--- config.mk ---
export PLATFORM = sky130hd
export DESIGN_NAME = led_string_startup_fault_supervisor
export DESIGN_NICKNAME = d
export VERILOG_FILES = /design/src/core/led_sup_pkg.sv /design/src/core/led_string_startup_fault_supervisor.sv
export SDC_FILE = /design/constraint.sdc
export NUM_CORES = 1
export LEC_CHECK = 0
export ABC_CLOCK_PERIOD_IN_PS = 3010
export BUFFER_PORTS_ARGS = -buffer_cell sky130_fd_sc_hd__buf_2
export CORE_UTILIZATION = 60
export DETAILED_ROUTE_END_ITERATION = 12
export PLACE_DENSITY = 0.8
export SYNTH_ARGS = -nofsm -noshare
export SYNTH_HDL_FRONTEND = slang
export SYNTH_SLANG_ARGS = --single-unit
--- constraint.sdc ---
create_clock -name clk_sys -period 3.01 [get_ports clk_sys]
set_input_delay 0.1505 -clock clk_sys [delete_from_list [all_inputs] [get_ports clk_sys]]
set_output_delay 0.1505 -clock clk_sys [all_outputs]
set_load 0.01 [all_outputs]
--- src/core/led_sup_pkg.sv ---
package led_sup_pkg;

  // ----------------------------------------------------------------
  // geometry and timing
  // ----------------------------------------------------------------
  localparam int          NUM_STRINGS   = 8;
  localparam int          CLK_HZ        = 20_000_000;
  localparam int          DIAG_PHASE_NS = 1_024_000;
  localparam int          SOFT_START_NS = 4_200_000;
  localparam int          STARTUP_MAX_NS = 10_000_000;
  localparam int          BLANK_NS      = 24_000;
  localparam int          SHORT_HOLD_NS = 2_000_000;
  localparam int          OC_TIMER_NS   = 128_000;
  localparam int          GATE_MAX_NS   = 15_000;
  localparam int          CLK_NS        = 1_000_000_000 / CLK_HZ;
  localparam int          DIAG_CYC      = DIAG_PHASE_NS / CLK_NS;
  localparam int          SOFT_CYC      = SOFT_START_NS / CLK_NS;
  localparam int          STARTUP_CYC   = STARTUP_MAX_NS / CLK_NS;
  localparam int          BLANK_CYC     = (BLANK_NS + CLK_NS - 1) / CLK_NS;
  localparam int          SHORT_CYC     = SHORT_HOLD_NS / CLK_NS + 1;
  localparam int          OC_CYC        = OC_TIMER_NS / CLK_NS;
  localparam int          GATE_CYC      = GATE_MAX_NS / CLK_NS;

  // ----------------------------------------------------------------
  // register map (word aligned byte addresses)
  // ----------------------------------------------------------------
  localparam logic [3:0]  ADDR_CONTROL  = 4'h4;
  localparam logic [3:0]  ADDR_STATUS   = 4'h8;
  localparam logic [3:0]  ADDR_STRINGS  = 4'hC;
  localparam int          CTRL_EN_BIT   = 0;
  localparam int          STAT_OPEN_BIT = 4;
  localparam int          STAT_SHORT_BIT = 5;
  localparam int          STAT_OC_BIT   = 6;
  localparam int          STAT_GND_BIT  = 7;
  localparam int          STAT_DIODE_BIT = 3;
  localparam logic [7:0]  CONTROL_RST   = 8'h00;
  localparam logic [7:0]  STATUS_RST    = 8'h00;

  // ----------------------------------------------------------------
  // types
  // ----------------------------------------------------------------
  typedef enum logic [2:0] {
    ST_RESET    = 3'b000,
    ST_DIODE    = 3'b001,
    ST_DIAG1    = 3'b011,
    ST_DIAG2    = 3'b010,
    ST_SOFT     = 3'b110,
    ST_RUN      = 3'b111,
    ST_SHUTDOWN = 3'b101
  } seq_state_t;

  typedef enum logic [1:0] {
    FREQ_500K  = 2'b00,
    FREQ_750K  = 2'b01,
    FREQ_1000K = 2'b10
  } freq_sel_t;

  typedef struct packed {
    logic       supply_good;
    logic       uvlo_ok;
    logic       ov_above;
    logic       ov_diode_low;
    logic       current_limit;
    logic [7:0] fb_above_short;
    logic [7:0] fb_above_unused;
    logic [7:0] fb_below_gnd;
    logic [7:0] fb_below_open;
  } comp_t;

  typedef struct packed {
    logic       regulator_en;
    logic       boost_en;
    logic       switch_en;
    logic       soft_start;
    logic       diag_discharge;
    logic       diag_precharge;
    logic [7:0] source_on;
    logic [7:0] lvc_select;
  } analog_ctl_t;

endpackage : led_sup_pkg

--- src/core/led_string_startup_fault_supervisor.sv ---
`timescale 1ns/1ps
// Notes on behaviour
// - supply-good rising clears the fault latch and loads registers with reset values
// - converter stays disabled until undervoltage lockout reports supply above threshold
// - startup samples diode check first; low overvoltage sense blocks the boost start
// - diode pass leads to two diagnostic phases, each timed by the clock
// - phase one: string still above upper threshold is marked shorted and excluded
// - phase one: non-shorted string above unused threshold is unused, source off
// - phase two: any enabled node below low threshold disables the whole device
// - after diagnostics, soft-start runs; whole startup bounded by ten milliseconds
// - host clears enable bit for shutdown, sets it to restart
// - critical failure enters shutdown and turns off regulator, boost, switch, soft-start, diagnostics and string sources
// - status register survives shutdown, cleared when a new startup begins or supply-good rises
// - tri-level pin selects 500, 750 or 1000 kHz switching
// - overvoltage comparator high holds power switch off until it releases
// - string sources follow gate commands within fifteen microseconds
// - string enables captured at power-up scan and in diagnostic phase one, ties during run ignored
// - lowest level taken only among enabled strings for the error amplifier
// - post-start open or short disables only that string, sets status bits four/five
// - string below open threshold gets its current source disabled
// - all enabled strings open shuts down the boost converter
// - short ignored 24 us after switch-on, string disabled after 2 ms persistence
// - short detection suppressed for the whole soft-start interval
// - all enabled sources gated together by the internal dimming pwm
// - current limit lasting the 128 us timer is a critical shutdown
module led_string_startup_fault_supervisor
  import led_sup_pkg::*;
#(
  parameter int STARTUP_LIMIT = STARTUP_CYC,
  parameter int SHORT_LIMIT   = SHORT_CYC,
  parameter int DIAG_LIMIT    = DIAG_CYC,
  parameter int SOFT_LIMIT    = SOFT_CYC
) (
  // clock and reset
  input  wire logic                 clk_sys,
  input  wire logic                 srst,
  input  wire logic                 clk_en,
  // avalon-mm slave
  input  wire logic [3:0]           avs_address,
  input  wire logic                 avs_read,
  input  wire logic                 avs_write,
  input  wire logic [31:0]          avs_writedata,
  input  wire logic [3:0]           avs_byteenable,
  output logic      [31:0]          avs_readdata,
  output logic                      avs_waitrequest,
  // analog comparators, raw
  input  wire led_sup_pkg::comp_t   comp_raw,
  // tri-level frequency pin, decoded as low and high sense
  input  wire logic                 switch_frequency_select_pin_low,
  input  wire logic                 switch_frequency_select_pin_high,
  // dimming
  input  wire logic                 internal_dimming_pwm,
  // analog controls
  output led_sup_pkg::analog_ctl_t  analog_ctl,
  output led_sup_pkg::freq_sel_t    switch_freq,
  output led_sup_pkg::seq_state_t   seq_state
);
  import led_sup_pkg::*;

  // ----------------------------------------------------------------
  // state
  // ----------------------------------------------------------------
  typedef struct packed {
    comp_t       sync1;
    comp_t       sync2;
    logic        pwm_s1;
    logic        pwm_s2;
    logic        good_prev;
    logic        scanned;
    logic [7:0]  tied_off;
    logic [7:0]  control;
    logic [7:0]  status;
    logic [7:0]  excluded;
    logic [7:0]  short_seen;
    logic [7:0]  open_seen;
    seq_state_t  st;
    logic [23:0] phase_cnt;
    logic [23:0] startup_cnt;
    logic [9:0]  blank_cnt;
    logic [15:0] oc_cnt;
    logic [7:0][16:0] short_cnt;
    logic        ack;
    logic [31:0] rdata;
    analog_ctl_t ctl;
    freq_sel_t   freq;
  } state_t;

  state_t s_q;
  state_t s_d;

  function automatic logic [23:0] inc24(input logic [23:0] v);
    inc24 = (v == 24'hFF_FFFF) ? v : v + 24'h00_0001;
  endfunction : inc24

  comp_t      c;
  logic [7:0] active;
  logic       sel;

  always_comb begin
    s_d    = s_q;
    c      = s_q.sync2;
    active = ~s_q.excluded & ~s_q.tied_off;
    sel    = (avs_read | avs_write) & ~s_q.ack;

    // ----------------------------------------------------------------
    // synchronisers
    // ----------------------------------------------------------------
    // two-stage sync
    s_d.sync1  = comp_raw;
    s_d.sync2  = s_q.sync1;
    s_d.pwm_s1 = internal_dimming_pwm;
    s_d.pwm_s2 = s_q.pwm_s1;
    s_d.good_prev = c.supply_good;

    // ----------------------------------------------------------------
    // bus slave: one wait cycle, then answer
    // ----------------------------------------------------------------
    s_d.ack = sel;
    if (sel && avs_read) begin
      case (avs_address)
        ADDR_CONTROL: s_d.rdata = {24'h00_0000, 7'h00, s_q.control[CTRL_EN_BIT]};
        ADDR_STATUS:  s_d.rdata = {24'h00_0000, s_q.status};
        ADDR_STRINGS: s_d.rdata = {8'h00, 5'h00, s_q.st, s_q.tied_off, s_q.excluded};
        default:      s_d.rdata = 32'h0000_0000;
      endcase
    end
    if (sel && avs_write && avs_address == ADDR_CONTROL && avs_byteenable[0]) begin
      s_d.control = {7'h00, avs_writedata[CTRL_EN_BIT]};
    end

    // ----------------------------------------------------------------
    // power-on scan
    // ----------------------------------------------------------------
    // one scan only
    if (!s_q.scanned && c.supply_good) begin
      s_d.scanned  = 1'b1;
      s_d.tied_off = c.fb_above_unused;
    end

    if (switch_frequency_select_pin_high) begin
      s_d.freq = FREQ_1000K;
    end else if (switch_frequency_select_pin_low) begin
      s_d.freq = FREQ_500K;
    end else begin
      s_d.freq = FREQ_750K;
    end

    // ----------------------------------------------------------------
    // sequencer
    // ----------------------------------------------------------------
    s_d.phase_cnt   = inc24(s_q.phase_cnt);
    s_d.startup_cnt = inc24(s_q.startup_cnt);
    case (s_q.st)
      ST_RESET: begin
        if (c.uvlo_ok && s_q.control[CTRL_EN_BIT] && s_q.scanned) begin
          s_d.status      = STATUS_RST;
          s_d.excluded    = 8'h00;
          s_d.st          = ST_DIODE;
          s_d.phase_cnt   = 24'h00_0000;
          s_d.startup_cnt = 24'h00_0000;
        end
      end
      ST_DIODE: begin
        if (c.ov_diode_low) begin
          s_d.status[STAT_DIODE_BIT] = 1'b1;
          s_d.st = ST_SHUTDOWN;
        end else begin
          s_d.st = ST_DIAG1;
          s_d.phase_cnt = 24'h00_0000;
        end
      end
      ST_DIAG1: begin
        if (s_q.phase_cnt >= 24'(DIAG_LIMIT - 1)) begin
          s_d.excluded = s_q.excluded | (c.fb_above_short & ~s_q.tied_off);
          s_d.tied_off = s_q.tied_off | (c.fb_above_unused & ~c.fb_above_short);
          s_d.status[STAT_SHORT_BIT] = s_q.status[STAT_SHORT_BIT] |
                                       (|(c.fb_above_short & ~s_q.tied_off));
          s_d.st = ST_DIAG2;
          s_d.phase_cnt = 24'h00_0000;
        end
      end
      ST_DIAG2: begin
        if (s_q.phase_cnt >= 24'(DIAG_LIMIT - 1)) begin
          if (|(c.fb_below_gnd & active)) begin
            s_d.status[STAT_GND_BIT] = 1'b1;
            s_d.st = ST_SHUTDOWN;
          end else begin
            s_d.st = ST_SOFT;
            s_d.phase_cnt = 24'h00_0000;
          end
        end
      end
      ST_SOFT: begin
        if (s_q.phase_cnt >= 24'(SOFT_LIMIT - 1) ||
            s_q.startup_cnt >= 24'(STARTUP_LIMIT - 1)) begin
          s_d.st = ST_RUN;
        end
      end
      ST_RUN: begin
        s_d.open_seen = c.fb_below_open & active & {8{s_q.pwm_s2}};
        if (|s_d.open_seen) begin
          s_d.excluded = s_q.excluded | s_d.open_seen;
          s_d.status[STAT_OPEN_BIT] = 1'b1;
        end
        for (int i = 0; i < NUM_STRINGS; i++) begin
          if (c.fb_above_short[i] && active[i] && s_q.blank_cnt >= 10'(BLANK_CYC)) begin
            s_d.short_cnt[i] = s_q.short_cnt[i] + 17'h0_0001;
            if (s_q.short_cnt[i] >= 17'(SHORT_LIMIT - 1)) begin
              s_d.excluded[i] = 1'b1;
              s_d.status[STAT_SHORT_BIT] = 1'b1;
            end
          end else begin
            s_d.short_cnt[i] = 17'h0_0000;
          end
        end
        if ((active & ~s_d.excluded) == 8'h00) begin
          s_d.st = ST_SHUTDOWN;
        end
      end
      ST_SHUTDOWN: begin
        if (!s_q.control[CTRL_EN_BIT]) begin
          s_d.st = ST_RESET;
        end
      end
      default: s_d.st = ST_RESET;
    endcase

    // blanking counter, held at zero outside run or while dimmed off
    if (s_q.st != ST_RUN || !s_q.pwm_s2) begin
      s_d.blank_cnt = 10'h000;
    end else if (s_q.blank_cnt < 10'(BLANK_CYC)) begin
      s_d.blank_cnt = s_q.blank_cnt + 10'h001;
    end

    if (c.current_limit && (s_q.st == ST_SOFT || s_q.st == ST_RUN)) begin
      s_d.oc_cnt = s_q.oc_cnt + 16'h0001;
      if (s_q.oc_cnt >= 16'(OC_CYC - 1)) begin
        s_d.status[STAT_OC_BIT] = 1'b1;
        s_d.st = ST_SHUTDOWN;
      end
    end else begin
      s_d.oc_cnt = 16'h0000;
    end

    // enable low forces shutdown
    // shutdown itself must stay free to fall back to reset once enable is low
    if (!s_q.control[CTRL_EN_BIT] && s_q.st != ST_RESET && s_q.st != ST_SHUTDOWN) begin
      s_d.st = ST_SHUTDOWN;
    end
    if (!c.uvlo_ok && s_q.st != ST_SHUTDOWN) begin
      s_d.st = ST_RESET;
    end

    // ----------------------------------------------------------------
    // analog controls, registered
    // ----------------------------------------------------------------
    // shutdown turns everything off except lvc_select, which keeps the enabled-string mask
    s_d.ctl.regulator_en   = s_d.st != ST_SHUTDOWN && s_d.st != ST_RESET;
    s_d.ctl.boost_en       = s_d.st == ST_SOFT || s_d.st == ST_RUN;
    s_d.ctl.switch_en      = s_d.ctl.boost_en && !c.ov_above;
    s_d.ctl.soft_start     = s_d.st == ST_SOFT;
    s_d.ctl.diag_discharge = s_d.st == ST_DIAG1;
    s_d.ctl.diag_precharge = s_d.st == ST_DIAG2;
    s_d.ctl.lvc_select     = ~s_d.excluded & ~s_d.tied_off;
    // common pwm gate, one cycle latency
    s_d.ctl.source_on      = s_d.ctl.boost_en ?
                             (s_d.ctl.lvc_select & {8{s_q.pwm_s2}}) : 8'h00;

    if (c.supply_good && !s_q.good_prev) begin
      s_d.status  = STATUS_RST;
      s_d.control = CONTROL_RST;
      s_d.st      = ST_RESET;
    end
  end

  always_ff @(posedge clk_sys) begin
    if (srst) begin
      s_q <= '0;
    end else if (clk_en) begin
      s_q <= s_d;
    end
  end

  assign avs_waitrequest = (avs_read | avs_write) & ~s_q.ack;
  assign avs_readdata    = s_q.rdata;
  assign analog_ctl      = s_q.ctl;
  assign switch_freq     = s_q.freq;
  assign seq_state       = s_q.st;

endmodule : led_string_startup_fault_supervisor

==> out/summary.md <==
For this run, the detailed router's first-pass iteration total came to 6. The routed wire length per instance works out to 17.0 µm. Dividing the synthesized area by the synthesized cell count gives 8.63 µm². The clock network accounts for 47.9% of the total power. For this run, the number of Yosys warnings is 0. Of the total power, the share spent switching nets is 21.9%. Derived from the worst setup path, the maximum achievable clock frequency is 358 MHz. Clock-pin slew was measured on the worst setup and hold paths at 60 ps.

In this run the tightest slew margin relative to its limit is 35.1%. Synthesis produced a netlist whose cell count is 1901. The congestion estimate from routability-driven global placement came to 0.945. For the number of antenna violations at the first check in global routing, the log shows 0. Input and output buffers added on the ports amount to 97. The number of flip-flops and latches in the synthesized netlist is 357. Type of the worst setup path: reg2reg.

The type of the tightest min-delay check is in2reg. Once the clock tree was built, the resizer swapped 0 gates to a different size. The run gives 26900 µm² as the total core area.

0 antenna diodes ended up in the layout. For the worst setup path, the data required time is 3420 ps. The cell leakage power came out at 7.30 nW. At the pin with the least slew margin, the transition time is 969 ps.

Leaving out fill and tap cells, the most frequent cells in the layout are 373 x nor2_1, 357 x dfxtp_1, 136 x nand2_1. Once detail routing completed, the nets flagged for antenna violations numbered 0. Setup violations remaining at the end of the flow were counted as 0. The share of synthesized area in the top cell type comes to 43.5%. The detailed router placed 14000 vias in this run.

In this run the deepest clock path goes through 3 buffers. The top flip-flop cell by instance count after synthesis was dfxtp_1. The detailed-route wire length was 40.3 mm; the overall die width was 167 µm. Entering global routing, the biggest net connects 119 pins. The detailed router finished its first iteration with 1366 violations.

Once the clock tree was built, the setup fixing pass inserted 0 buffers. Clock tree synthesis inserted a total of 37 buffers. The global routing usage summed across all routing layers was 28.6%; the number of cell rows was 60.

TritonCTS built the clock tree. The HPWL after detailed placement is 27.0 mm. The synthesis-to-finish area growth is 14.0%.

In this run the power spent charging and discharging nets is 2.27 mW. Dividing the detail-routed via count by the number of cells gives 5.92. Cell taking the most area after synthesis: dfxtp_1. Max-cap violations in this run came to 0. Setup repair after global routing left no endpoint under its margin.

The share of the Yosys chip area taken by registers is 43.5%. After synthesis, the share of flip-flops with an asynchronous set or reset is 0%. Along the worst path, the maximum fanout reaches 10. In this run, synthesis inferred 0 flip-flops with an integrated enable. The y dimension of the die works out to 167 µm.

For the worst-skew pair, the clock arrives at the later sink with an insertion delay of 530 ps. For the count of hold buffers inserted by post-cts repair, the log shows 46. Cells with a size suffix above 1 make up 11.0% of the layout.

For this design the ratio of total power to cell area is 553 nW/µm². The max-slew violation total from the final report was 0. The critical path launch point type was a register.

Leaving out fill and tap cells, the most frequent cell in the layout is nor2_1. The portion of the clock cycle consumed by the worst path in the final layout came out at 92.8%. The first global-routing pass estimated 65.6 mm of wire. The logs give 13500 for the number of global-route vias before repair and 357 for the sink count of the clock tree.

Total negative slack: 0 ps. The worst setup path is captured at a register. The logs give 61.1% for the initial core utilization and 16.6 ps for the setup clock skew after layout.

The layout net count is 2108, and the number of levels the H-tree was split into is 2. 145 I/O pins were placed. At the worst endpoint, the arrival time is 3210 ps. The run gives 5.0% as the part of the total power dissipated in combinational logic. The tree is rooted in a clkbuf_16.

Counting distinct cell types in the post-synthesis netlist gives 86. Final-layout fill cell count: 2059. The run finished with clean final reports. The die covers 28000 µm². Measured on the finished design, the core utilization comes to 69.6%.

Internal power comes to 8.09 mW. The post-synthesis cell area came out at 16400 µm². The number of hold violations in the final report is 0. Global routing finished with a remaining overflow of 0. VDD sags by at most 0.489 mV. The smallest clock period supported by the final layout is computed as 2790 ps.

After synthesis, the cell types taking the most area are dfxtp_1 44%, nor2_1 8.5%, mux2i_1 5.7%. The sequential power share was 47.0%. The tools report the number of DRC violations after detailed routing as 0.
layout make-up:
type / instances / area [µm²] / area share, %
clock inverter: 16 / 243 / 1.30
inverter: 41 / 154 / 0.822
sequential: 357 / 7150 / 38.2
tap: 341 / 427 / 2.28
timing repair buffer: 184 / 1300 / 6.95
clock buffer: 49 / 1090 / 5.84
multi-input combinational: 1381 / 8350 / 44.6
final timing paths:
check,startpoint,end,slack (ps),cells past startpoint
setup / recovery,s_q[215],analog_ctl[19],220,8
hold reg to reg,s_q[301],s_q[301],450,2
hold / removal,clk_en,analog_ctl[20],30,2
setup reg to reg,s_q[215],analog_ctl[19],220,8
layer usage:
layer / wire length (µm) / global-route usage, % / share of wire (%) / vias to the layer above
met3: 2580 / 5.60 / 6.4 / 128
met4: 1590 / 12.8 / 3.9 / 0
met5: 0 / 0 / 0 / -
met1: 17200 / 36.0 / 43 / 6651
li1: - / - / - / 6744
met2: 19000 / 47.5 / 47 / 512
cells in the mapped netlist, types with 6 or more instances:
cell,instances
a311oi_1,7
dfxtp_1,357
ha_1,21
nor4_1,13
a21oi_1,73
and4_1,13
nand2b_1,11
o21ai_1,7
nor3_1,29
a31oi_1,8
a221oi_1,7
clkbuf_1,53
and3_1,42
a211oi_1,6
buf_4,61
xnor2_1,64
xor2_1,101
nand3_1,83
a32oi_1,8
nor2b_1,13
o21a_1,9
or3_1,31
o31ai_1,9
buf_1,7
a22oi_1,18
mux2i_1,94
nor2_1,373
o21ai_0,53
inv_1,40
nand4_1,50
a32o_1,9
nand2_1,136
flip-flops by register name, summed over array words and instances, names as in the netlist:
name	cells
s_d	38
c	37
s_q	236
analog_ctl	22
switch_freq	2
avs_readdata	19
seq_state	3
critical path, stage by stage (launching register included):
cell and delay, ps:
dfxtp_1 450, a41oi_2 160, buf_4 190, nor4_1 460, a21oi_1 120, a2111oi_0 510, a311o_2 360, a21oi_4 140
a32o_1 280
power by group through the flow:
stage,clock network (mW),registers [mW],logic (mW)
finish,4.96,4.87,0.523
floorplan,0,4.94,0.348
global placement,0,4.97,0.448
global route,5.21,4.87,0.563
detailed placement,0,4.97,0.458
CTS,5.01,4.87,0.509
cell families (layout without fill, tap and decap cells):
family	Yosys count	in the layout	synth area share, %
AND/OR/NAND/NOR	820	820	23.2
flip-flops	357	357	43.5
AO/OA/AOI/OAI	268	268	11.3
buffers and inverters	175	290	5.86
XOR/XNOR	165	165	8.80
multiplexers	94	94	5.73
adder cells (fa/ha/maj)	21	21	1.60
other	1	13	0.0228
metrics by stage:
step | cells | hold WS (ps) | power [mW] | cell area, µm² | worst slack [ps]
floorplan | 1913 | 298 | 5.29 | 16500 | 590
global placement | 2258 | 384 | 5.42 | 16900 | 286
detailed placement | 2258 | 394 | 5.43 | 16900 | 269
CTS | 2369 | 18.1 | 10.4 | 18700 | 261
global route | 2369 | 32.8 | 10.6 | 18700 | 75.3
finish | 2369 | 26.1 | 10.4 | 18700 | 217
Note: power is estimated with default switching activity, not from simulation.
